$ cat src/hdl/rcr_map.vh
// What this block does
// [RULE_01] converter sleep field: 00 normal, 11 sleep-pin
// [RULE_02] software never writes sleep codes 01, 10
// [RULE_03] software writes converter bits 3:2 as 11
// [RULE_04] converter bit 1: 0 auto, 1 forced pwm
// [RULE_05] converter bit 0 low forces rail off
// [RULE_06] linear two field 5:4 selects sleep setpoint
// [RULE_07] software writes linear bits 3:1 as 110
// [RULE_08] linear two bit 0 low forces off
// [RULE_09] linear three field selects sleep setpoint
// [RULE_10] linear three bit 0 low forces off
// [RULE_11] sleep pin fixed by factory, not software
// [RULE_12] bits 7:6 read zero, writes ignored
`ifndef RCR_MAP_VH
`define RCR_MAP_VH
`define RCR_IDX_CONV6      8'h27
`define RCR_IDX_LIN2       8'h28
`define RCR_IDX_LIN3       8'h29
`define RCR_IDX_STATUS     8'h2a
`define RCR_RST_CONV6      8'h0c
`define RCR_RST_LIN2       8'h0c
`define RCR_RST_LIN3       8'h0c
`define RCR_WMASK          8'h3f
`define RCR_SLP_HI         5
`define RCR_SLP_LO         4
`define RCR_MODE_BIT       1
`define RCR_KILL_BIT       0
`define RCR_SLP_ON         2'h3
`define RCR_ADDR_IDX_HI    11
`define RCR_ADDR_IDX_LO    2
`define RCR_BYTE_HI        7
`define RCR_EN_IDLE        3'h0
`define RCR_SLP_IDLE       2'h3
`define RCR_SEL_RST        3'h0
`endif

$ cat src/hdl/rcr_rail.v
`default_nettype none
// per-rail decode of one control register
module rcr_rail (
  input  wire [7:0] ctrl,
  input  wire       en_pin,
  input  wire       sleep_pin_n,
  output wire       rail_on,
  output wire       use_sleep,
  output wire       bad_code
);
`include "rcr_map.vh"
  wire [1:0] sel;
  assign sel = ctrl[`RCR_SLP_HI:`RCR_SLP_LO];
  // sleep setpoint only with code 11 and pin low
  // [RULE_01] [RULE_06] [RULE_09] setpoint choice
  assign use_sleep = (sel == `RCR_SLP_ON) && !sleep_pin_n;
  // reserved codes flagged, treated as normal
  assign bad_code  = sel[1] ^ sel[0];
  // [RULE_05] [RULE_08] [RULE_10] kill overrides pins
  assign rail_on   = ctrl[`RCR_KILL_BIT] & en_pin;
endmodule
`default_nettype wire

$ cat src/hdl/rcr_top.v
// The APB slave port was decided locally.
`default_nettype none
// three rail control registers behind apb
module rcr_top #(
  parameter SLEEP_PIN_SEL = 3'h0  // factory choice: bit set = second sleep pin
) (
  input  wire        clk,
  input  wire        rst_n,
  input  wire        psel,
  input  wire        penable,
  input  wire        pwrite,
  input  wire [11:0] paddr,
  input  wire [31:0] pwdata,
  output reg  [31:0] prdata,
  output wire        pready,
  output wire        pslverr,
  input  wire [2:0]  rail_enable_pins,
  input  wire        sleep_pin_first,
  input  wire        sleep_pin_second,
  output reg  [2:0]  rail_on_q,
  output reg  [2:0]  rail_sleep_q,
  output reg         conv_six_pwm_force
);
`include "rcr_map.vh"

  // word index width: byte address without its alignment bits
  localparam IDX_W = `RCR_ADDR_IDX_HI - `RCR_ADDR_IDX_LO + 1;

  // true when a word index names the given register index
  function is_reg;
    input [IDX_W-1:0] word_idx;
    input [7:0]       reg_idx;
    begin
      is_reg = (word_idx == {{(IDX_W - 8){1'b0}}, reg_idx});
    end
  endfunction

  // true when a word index lies inside the mapped window
  function in_window;
    input [IDX_W-1:0] word_idx;
    begin
      in_window = (word_idx >= {{(IDX_W - 8){1'b0}}, `RCR_IDX_CONV6})
                  && (word_idx <= {{(IDX_W - 8){1'b0}}, `RCR_IDX_STATUS});
    end
  endfunction

  // control registers and their next values
  reg  [7:0]       conv6_q;
  reg  [7:0]       lin2_q;
  reg  [7:0]       lin3_q;
  reg  [7:0]       conv6_d;
  reg  [7:0]       lin2_d;
  reg  [7:0]       lin3_d;

  // two-stage synchronisers for the asynchronous pins
  reg  [2:0]       en_m_q;
  reg  [2:0]       en_s_q;
  reg  [1:0]       slp_m_q;
  reg  [1:0]       slp_s_q;

  // factory sleep pin choice, latched once after reset
  reg  [2:0]       sel_q;
  reg              sel_done_q;

  // read data ahead of its capture flop
  reg  [31:0]      prdata_d;

  // per-rail decode results and the sleep pin each rail listens to
  wire [2:0]       on_d;
  wire [2:0]       slp_d;
  wire [2:0]       bad;
  wire [2:0]       rail_slp_n;

  // bus phase and address decode
  wire [IDX_W-1:0] idx;
  wire             setup;
  wire             acc;
  wire             hit;
  wire             wr_en;
  wire             wr_conv6;
  wire             wr_lin2;
  wire             wr_lin3;

  // apb phase and address decode
  assign idx      = paddr[`RCR_ADDR_IDX_HI:`RCR_ADDR_IDX_LO];
  assign setup    = psel & ~penable;
  assign acc      = psel & penable;
  assign hit      = (paddr[`RCR_ADDR_IDX_LO-1:0] == 2'h0) && in_window(idx);
  // a write lands at the edge that ends its access cycle
  assign wr_en    = acc & pwrite & hit;
  assign wr_conv6 = wr_en & is_reg(idx, `RCR_IDX_CONV6);
  assign wr_lin2  = wr_en & is_reg(idx, `RCR_IDX_LIN2);
  assign wr_lin3  = wr_en & is_reg(idx, `RCR_IDX_LIN3);
  // zero wait states; unmapped or unaligned access answers with an error
  assign pready   = 1'b1;
  assign pslverr  = acc & ~hit;

  // pin synchronisers: only the second stage feeds any logic
  always @(posedge clk or negedge rst_n) begin
    if (!rst_n) begin
      en_m_q  <= `RCR_EN_IDLE;
      en_s_q  <= `RCR_EN_IDLE;
      slp_m_q <= `RCR_SLP_IDLE;
      slp_s_q <= `RCR_SLP_IDLE;
    end else begin
      en_m_q  <= rail_enable_pins;
      en_s_q  <= en_m_q;
      slp_m_q <= {sleep_pin_second, sleep_pin_first};
      slp_s_q <= slp_m_q;
    end
  end

  // [RULE_11] strap latched after reset
  always @(posedge clk or negedge rst_n) begin
    if (!rst_n) begin
      sel_q      <= `RCR_SEL_RST;
      sel_done_q <= 1'b0;
    end else if (!sel_done_q) begin
      sel_q      <= SLEEP_PIN_SEL;
      sel_done_q <= 1'b1;
    end
  end

  // next values; bits 5:0 are stored as written
  // [RULE_12] top bits masked on every write
  always @* begin
    conv6_d = conv6_q;
    lin2_d  = lin2_q;
    lin3_d  = lin3_q;
    if (wr_conv6) begin
      conv6_d = pwdata[`RCR_BYTE_HI:0] & `RCR_WMASK;
    end
    if (wr_lin2) begin
      lin2_d = pwdata[`RCR_BYTE_HI:0] & `RCR_WMASK;
    end
    if (wr_lin3) begin
      lin3_d = pwdata[`RCR_BYTE_HI:0] & `RCR_WMASK;
    end
  end

  // control register flops
  always @(posedge clk or negedge rst_n) begin
    if (!rst_n) begin
      conv6_q <= `RCR_RST_CONV6;
      lin2_q  <= `RCR_RST_LIN2;
      lin3_q  <= `RCR_RST_LIN3;
    end else begin
      conv6_q <= conv6_d;
      lin2_q  <= lin2_d;
      lin3_q  <= lin3_d;
    end
  end

  // read mux; the status word packs the per-rail decode results
  always @* begin
    prdata_d = 32'h0;
    if (is_reg(idx, `RCR_IDX_CONV6)) begin
      prdata_d = {24'h0, conv6_q};
    end else if (is_reg(idx, `RCR_IDX_LIN2)) begin
      prdata_d = {24'h0, lin2_q};
    end else if (is_reg(idx, `RCR_IDX_LIN3)) begin
      prdata_d = {24'h0, lin3_q};
    end else if (is_reg(idx, `RCR_IDX_STATUS)) begin
      prdata_d = {20'h0, bad, slp_d, on_d, sel_done_q, 2'h0};
    end
  end

  // read data taken in the setup cycle, so it stands from a flop in the access cycle
  always @(posedge clk or negedge rst_n) begin
    if (!rst_n) begin
      prdata <= 32'h0;
    end else if (setup) begin
      prdata <= prdata_d;
    end
  end

  // [RULE_11] each rail listens to its factory-chosen sleep pin
  assign rail_slp_n[0] = sel_q[0] ? slp_s_q[1] : slp_s_q[0];
  assign rail_slp_n[1] = sel_q[1] ? slp_s_q[1] : slp_s_q[0];
  assign rail_slp_n[2] = sel_q[2] ? slp_s_q[1] : slp_s_q[0];

  // converter six decode
  rcr_rail u_conv6 (
    .ctrl        (conv6_q),
    .en_pin      (en_s_q[0]),
    .sleep_pin_n (rail_slp_n[0]),
    .rail_on     (on_d[0]),
    .use_sleep   (slp_d[0]),
    .bad_code    (bad[0])
  );

  // linear two decode
  rcr_rail u_lin2 (
    .ctrl        (lin2_q),
    .en_pin      (en_s_q[1]),
    .sleep_pin_n (rail_slp_n[1]),
    .rail_on     (on_d[1]),
    .use_sleep   (slp_d[1]),
    .bad_code    (bad[1])
  );

  // linear three decode
  rcr_rail u_lin3 (
    .ctrl        (lin3_q),
    .en_pin      (en_s_q[2]),
    .sleep_pin_n (rail_slp_n[2]),
    .rail_on     (on_d[2]),
    .use_sleep   (slp_d[2]),
    .bad_code    (bad[2])
  );

  // registered rail controls
  // [RULE_04] mode bit to converter
  always @(posedge clk or negedge rst_n) begin
    if (!rst_n) begin
      rail_on_q          <= 3'h0;
      rail_sleep_q       <= 3'h0;
      conv_six_pwm_force <= 1'b0;
    end else begin
      rail_on_q          <= on_d;
      rail_sleep_q       <= slp_d;
      conv_six_pwm_force <= conv6_q[`RCR_MODE_BIT];
    end
  end
endmodule
`default_nettype wire

$ cat config.mk
export PLATFORM = sky130hd
export DESIGN_NAME = rcr_top
export DESIGN_NICKNAME = d
export VERILOG_FILES = /design/src/hdl/rcr_rail.v /design/src/hdl/rcr_top.v
export VERILOG_INCLUDE_DIRS = /design/src /design/src/hdl
export SDC_FILE = /design/constraint.sdc
export NUM_CORES = 1
export LEC_CHECK = 0
export ABC_AREA = 0
export BUFFER_PORTS_ARGS = -buffer_cell sky130_fd_sc_hd__buf_2
export CAP_MARGIN = 10
export CORE_MARGIN = 8
export CORE_UTILIZATION = 47
export CTS_CLUSTER_DIAMETER = 40
export DETAILED_ROUTE_END_ITERATION = 10
export GPL_TIMING_DRIVEN = 0
export PLACE_DENSITY = 0.9
export SETUP_SLACK_MARGIN = 0.15
export SYNTH_ARGS = -nofsm -noshare
export SYNTH_HDL_FRONTEND = slang
export SYNTH_SLANG_ARGS = --single-unit
$ cat constraint.sdc
create_clock -name clk -period 2.02 [get_ports clk]
set_input_delay 0.303 -clock clk [delete_from_list [all_inputs] [get_ports clk]]
set_output_delay 0.303 -clock clk [all_outputs]
set_load 0.05 [all_outputs]
==> results.ini <==
[worst_setup_path]
crit_end=lin3_q[4]
reg2reg_to=prdata[0]
reg2reg_depth=3
crit_path_max_fanout=6
worstPathArrival_ns=2.46
end_kind=flip-flop
path_class=in -> reg
start_kind=input pin
rr_startpoint=lin2_q[0]
required_ns=2.21
reg2reg_slack_ns=0.84
setup.worst_path.start=paddr[6]

[sta]
finalCritPeriodShare_pct=113
rsz0062_at_grt=true
fin_skew_ns=0.00730
worst_slew_margin_rel_pct=34.9
whs_ns=0.0877
max_clock_freq_ghz=0.439
slew_violations=0
hold_viol=0
worstMarginPinSlew_ns=0.976
fin_crit_ns=2.28
worst_slack_ns=-0.257
setup_violations=19

[floorplan]
core-area_um2=4350
rows=24
start_util_pct=48.6
io_pins=95
die_area_um2=6910
die_x_um=83.1
die_h_um=83.1

[synth]
synth_cell_types=34
synth-edff-count=0
ys_ff_latch=46
netlist_instances=167
synth_warnings=0
ys_seq_area_share_pct=54.8
synth_flop_cell=dfrtp_1
yosys.area_share.simple_pct=12.2
synthAdderAreaFrac_pct=1.77
synth-compound-area-share_pct=9.69
syn_area_um2=2120
async_flop_share_pct=100
synth_top_family_by_area=simple AND/OR/NAND/NOR gates
synth_xor_area_share_pct=0
synth.avg_cell_area_um2=12.7
synth_mux_area_share_pct=12.2

[status]
status=complete, but fails checks
violations=setup timing

[power]
finalPower_mw=1.82
peakVddDrop_uv=353
p_leak_nw=1.41
p_per_area_nw_per_um2=675

[routing]
ant_nets=0
drtIter0Drc=104
via_per_inst=4.96
vias=1477
drc=0
wl_um=4970
dr.pass1.iters=4
wl_per_cell_um=16.7

[finish]
finalNonFillerCells=298
n_antenna_cell=0
nNetsFinal=302
nFillCells=359
layout_common_cells=buf_2 (44), dfrtp_1 (38), buf_4 (22), conb_1 (22), mux2_4 (12)
final_common_cell=buf_2
fin_area_um2=2700
layout-drive-gt1-share_pct=47.6
areaGrowthSynthToFinish_pct=27.5
regArea_um2=1160
multi_input_area_um2=872

[global_routing]
grt_max_degree=47
grt_pass1_wl_um=8220
overflow=0
grt_pass1_vias=1594
grt_usage_pct=14.7
antenna_found_initial=0

[placement]
gp_congestion=0.863
placed_area_um2=2510
portBuffers=46
placed_cells=285
hpwl_um=3650

[clock_tree]
worstSkewPairLatency_ns=0.30
postCtsHoldBufs=0
cts_root_buf=clkbuf_8
clkTransAtPathRegs_ns=0.09
cts_tree=done
cts_made_buffers=5
clock_path_buffers=2
clkSinkCount=46
cts_htree_levels=2

[min_path]
hold_path_class=in -> reg

[run]
maxCapViolCount=0

[per-stage QoR]
step	setup WS, ns	utilization, %	TNS (ns)
finish	-0.257	62.0	-2.75
global route	-0.262	62.0	-3.10
CTS	-0.250	62.0	-2.60
detailed placement	-0.687	57.6	-10.62
global placement	-0.636	57.6	-10.06
floorplan	-0.421	-	-5.40
[critical path, cell delays in order]
cell and delay, ns:
buf_6 0.09, or4b_4 0.54, or4b_4 0.54, or4_4 0.53, buf_6 0.16, mux2_4 0.30
[Yosys cell counts (4+ instances only)]
master | number | area share (%)
nor2b_1 | 5 | 1.5
o21ai_0 | 4 | 0.95
nand2_1 | 6 | 1.1
dfrtp_1 | 38 | 45
mux2_2 | 15 | 8.0
a21oi_1 | 4 | 0.95
nand3_1 | 6 | 1.4
mux2_4 | 6 | 4.3
buf_4 | 21 | 7.4
clkbuf_1 | 4 | 0.71
o211ai_1 | 4 | 1.4
a22o_1 | 7 | 2.9
nand2b_1 | 5 | 1.5
dfstp_2 | 8 | 9.9
nor2_1 | 4 | 0.71
[cells by family (layout without fill, tap and decap cells)]
kind of cell,Yosys count,count (layout)
multiplexers,21,21
buffers and inverters,27,86
other,2,22
AND/OR/NAND/NOR,40,40
AO/OA/AOI/OAI,28,28
flip-flops,46,46
adder cells (fa/ha/maj),3,3
[metal layers]
layer,global-route usage [%],share of wire (%)
met4,4.31,1.2
met3,6.74,7.0
met5,0,0
met2,24.3,50
met1,16.6,42
[where the power goes]
part | internal, mW | switching (mW)
logic | 0.0637 | 0.156
registers | 0.932 | 0.00359
clock network | 0.364 | 0.301
total | 1.36 | 0.461
[final cells by class]
type,instances,share of cell area [%]
Buffer,26,6.82
Clock buffer,5,2.55
Clock inverter,3,1.48
Inverter,1,0.139
Multi-Input combinational cell,114,32.3
Sequential cell,46,43.0
Tap cell,52,2.41
Timing Repair Buffer,51,11.3
[registers in the layout, summed over array words and instances (netlist names)]
name and count:
conv6_q 6, conv_six_pwm_force 1, en_m_q 3, en_s_q 3, lin2_q 6, lin3_q 6, prdata 12, rail_on_q 3
rail_sleep_q 3, sel_done_q 1, slp_m_q 1, slp_s_q 1
[worst min-delay path by stage]
stage                     from          to  slack [ns]  depth (start not counted)
3_3_place_gp         en_m_q[0]   en_s_q[0]        0.33                          0
5_1_grt        sleep_pin_first  slp_m_q[0]        0.06                          1
2_1_floorplan            rst_n  conv6_q[0]       0.007                          0
3_5_place_dp         en_m_q[0]   en_s_q[0]        0.33                          0
6_report       sleep_pin_first  slp_m_q[0]        0.09                          1
4_1_cts        sleep_pin_first  slp_m_q[0]        0.08                          1
[repair_timing]
action	in CTS	in global routing
pin swaps	1	2
hold endpoints to repair	0	0
resized for setup	8	0
setup buffers	5	0
setup endpoints to repair	19	19
No activity file was read; power rests on OpenSTA's default activity.
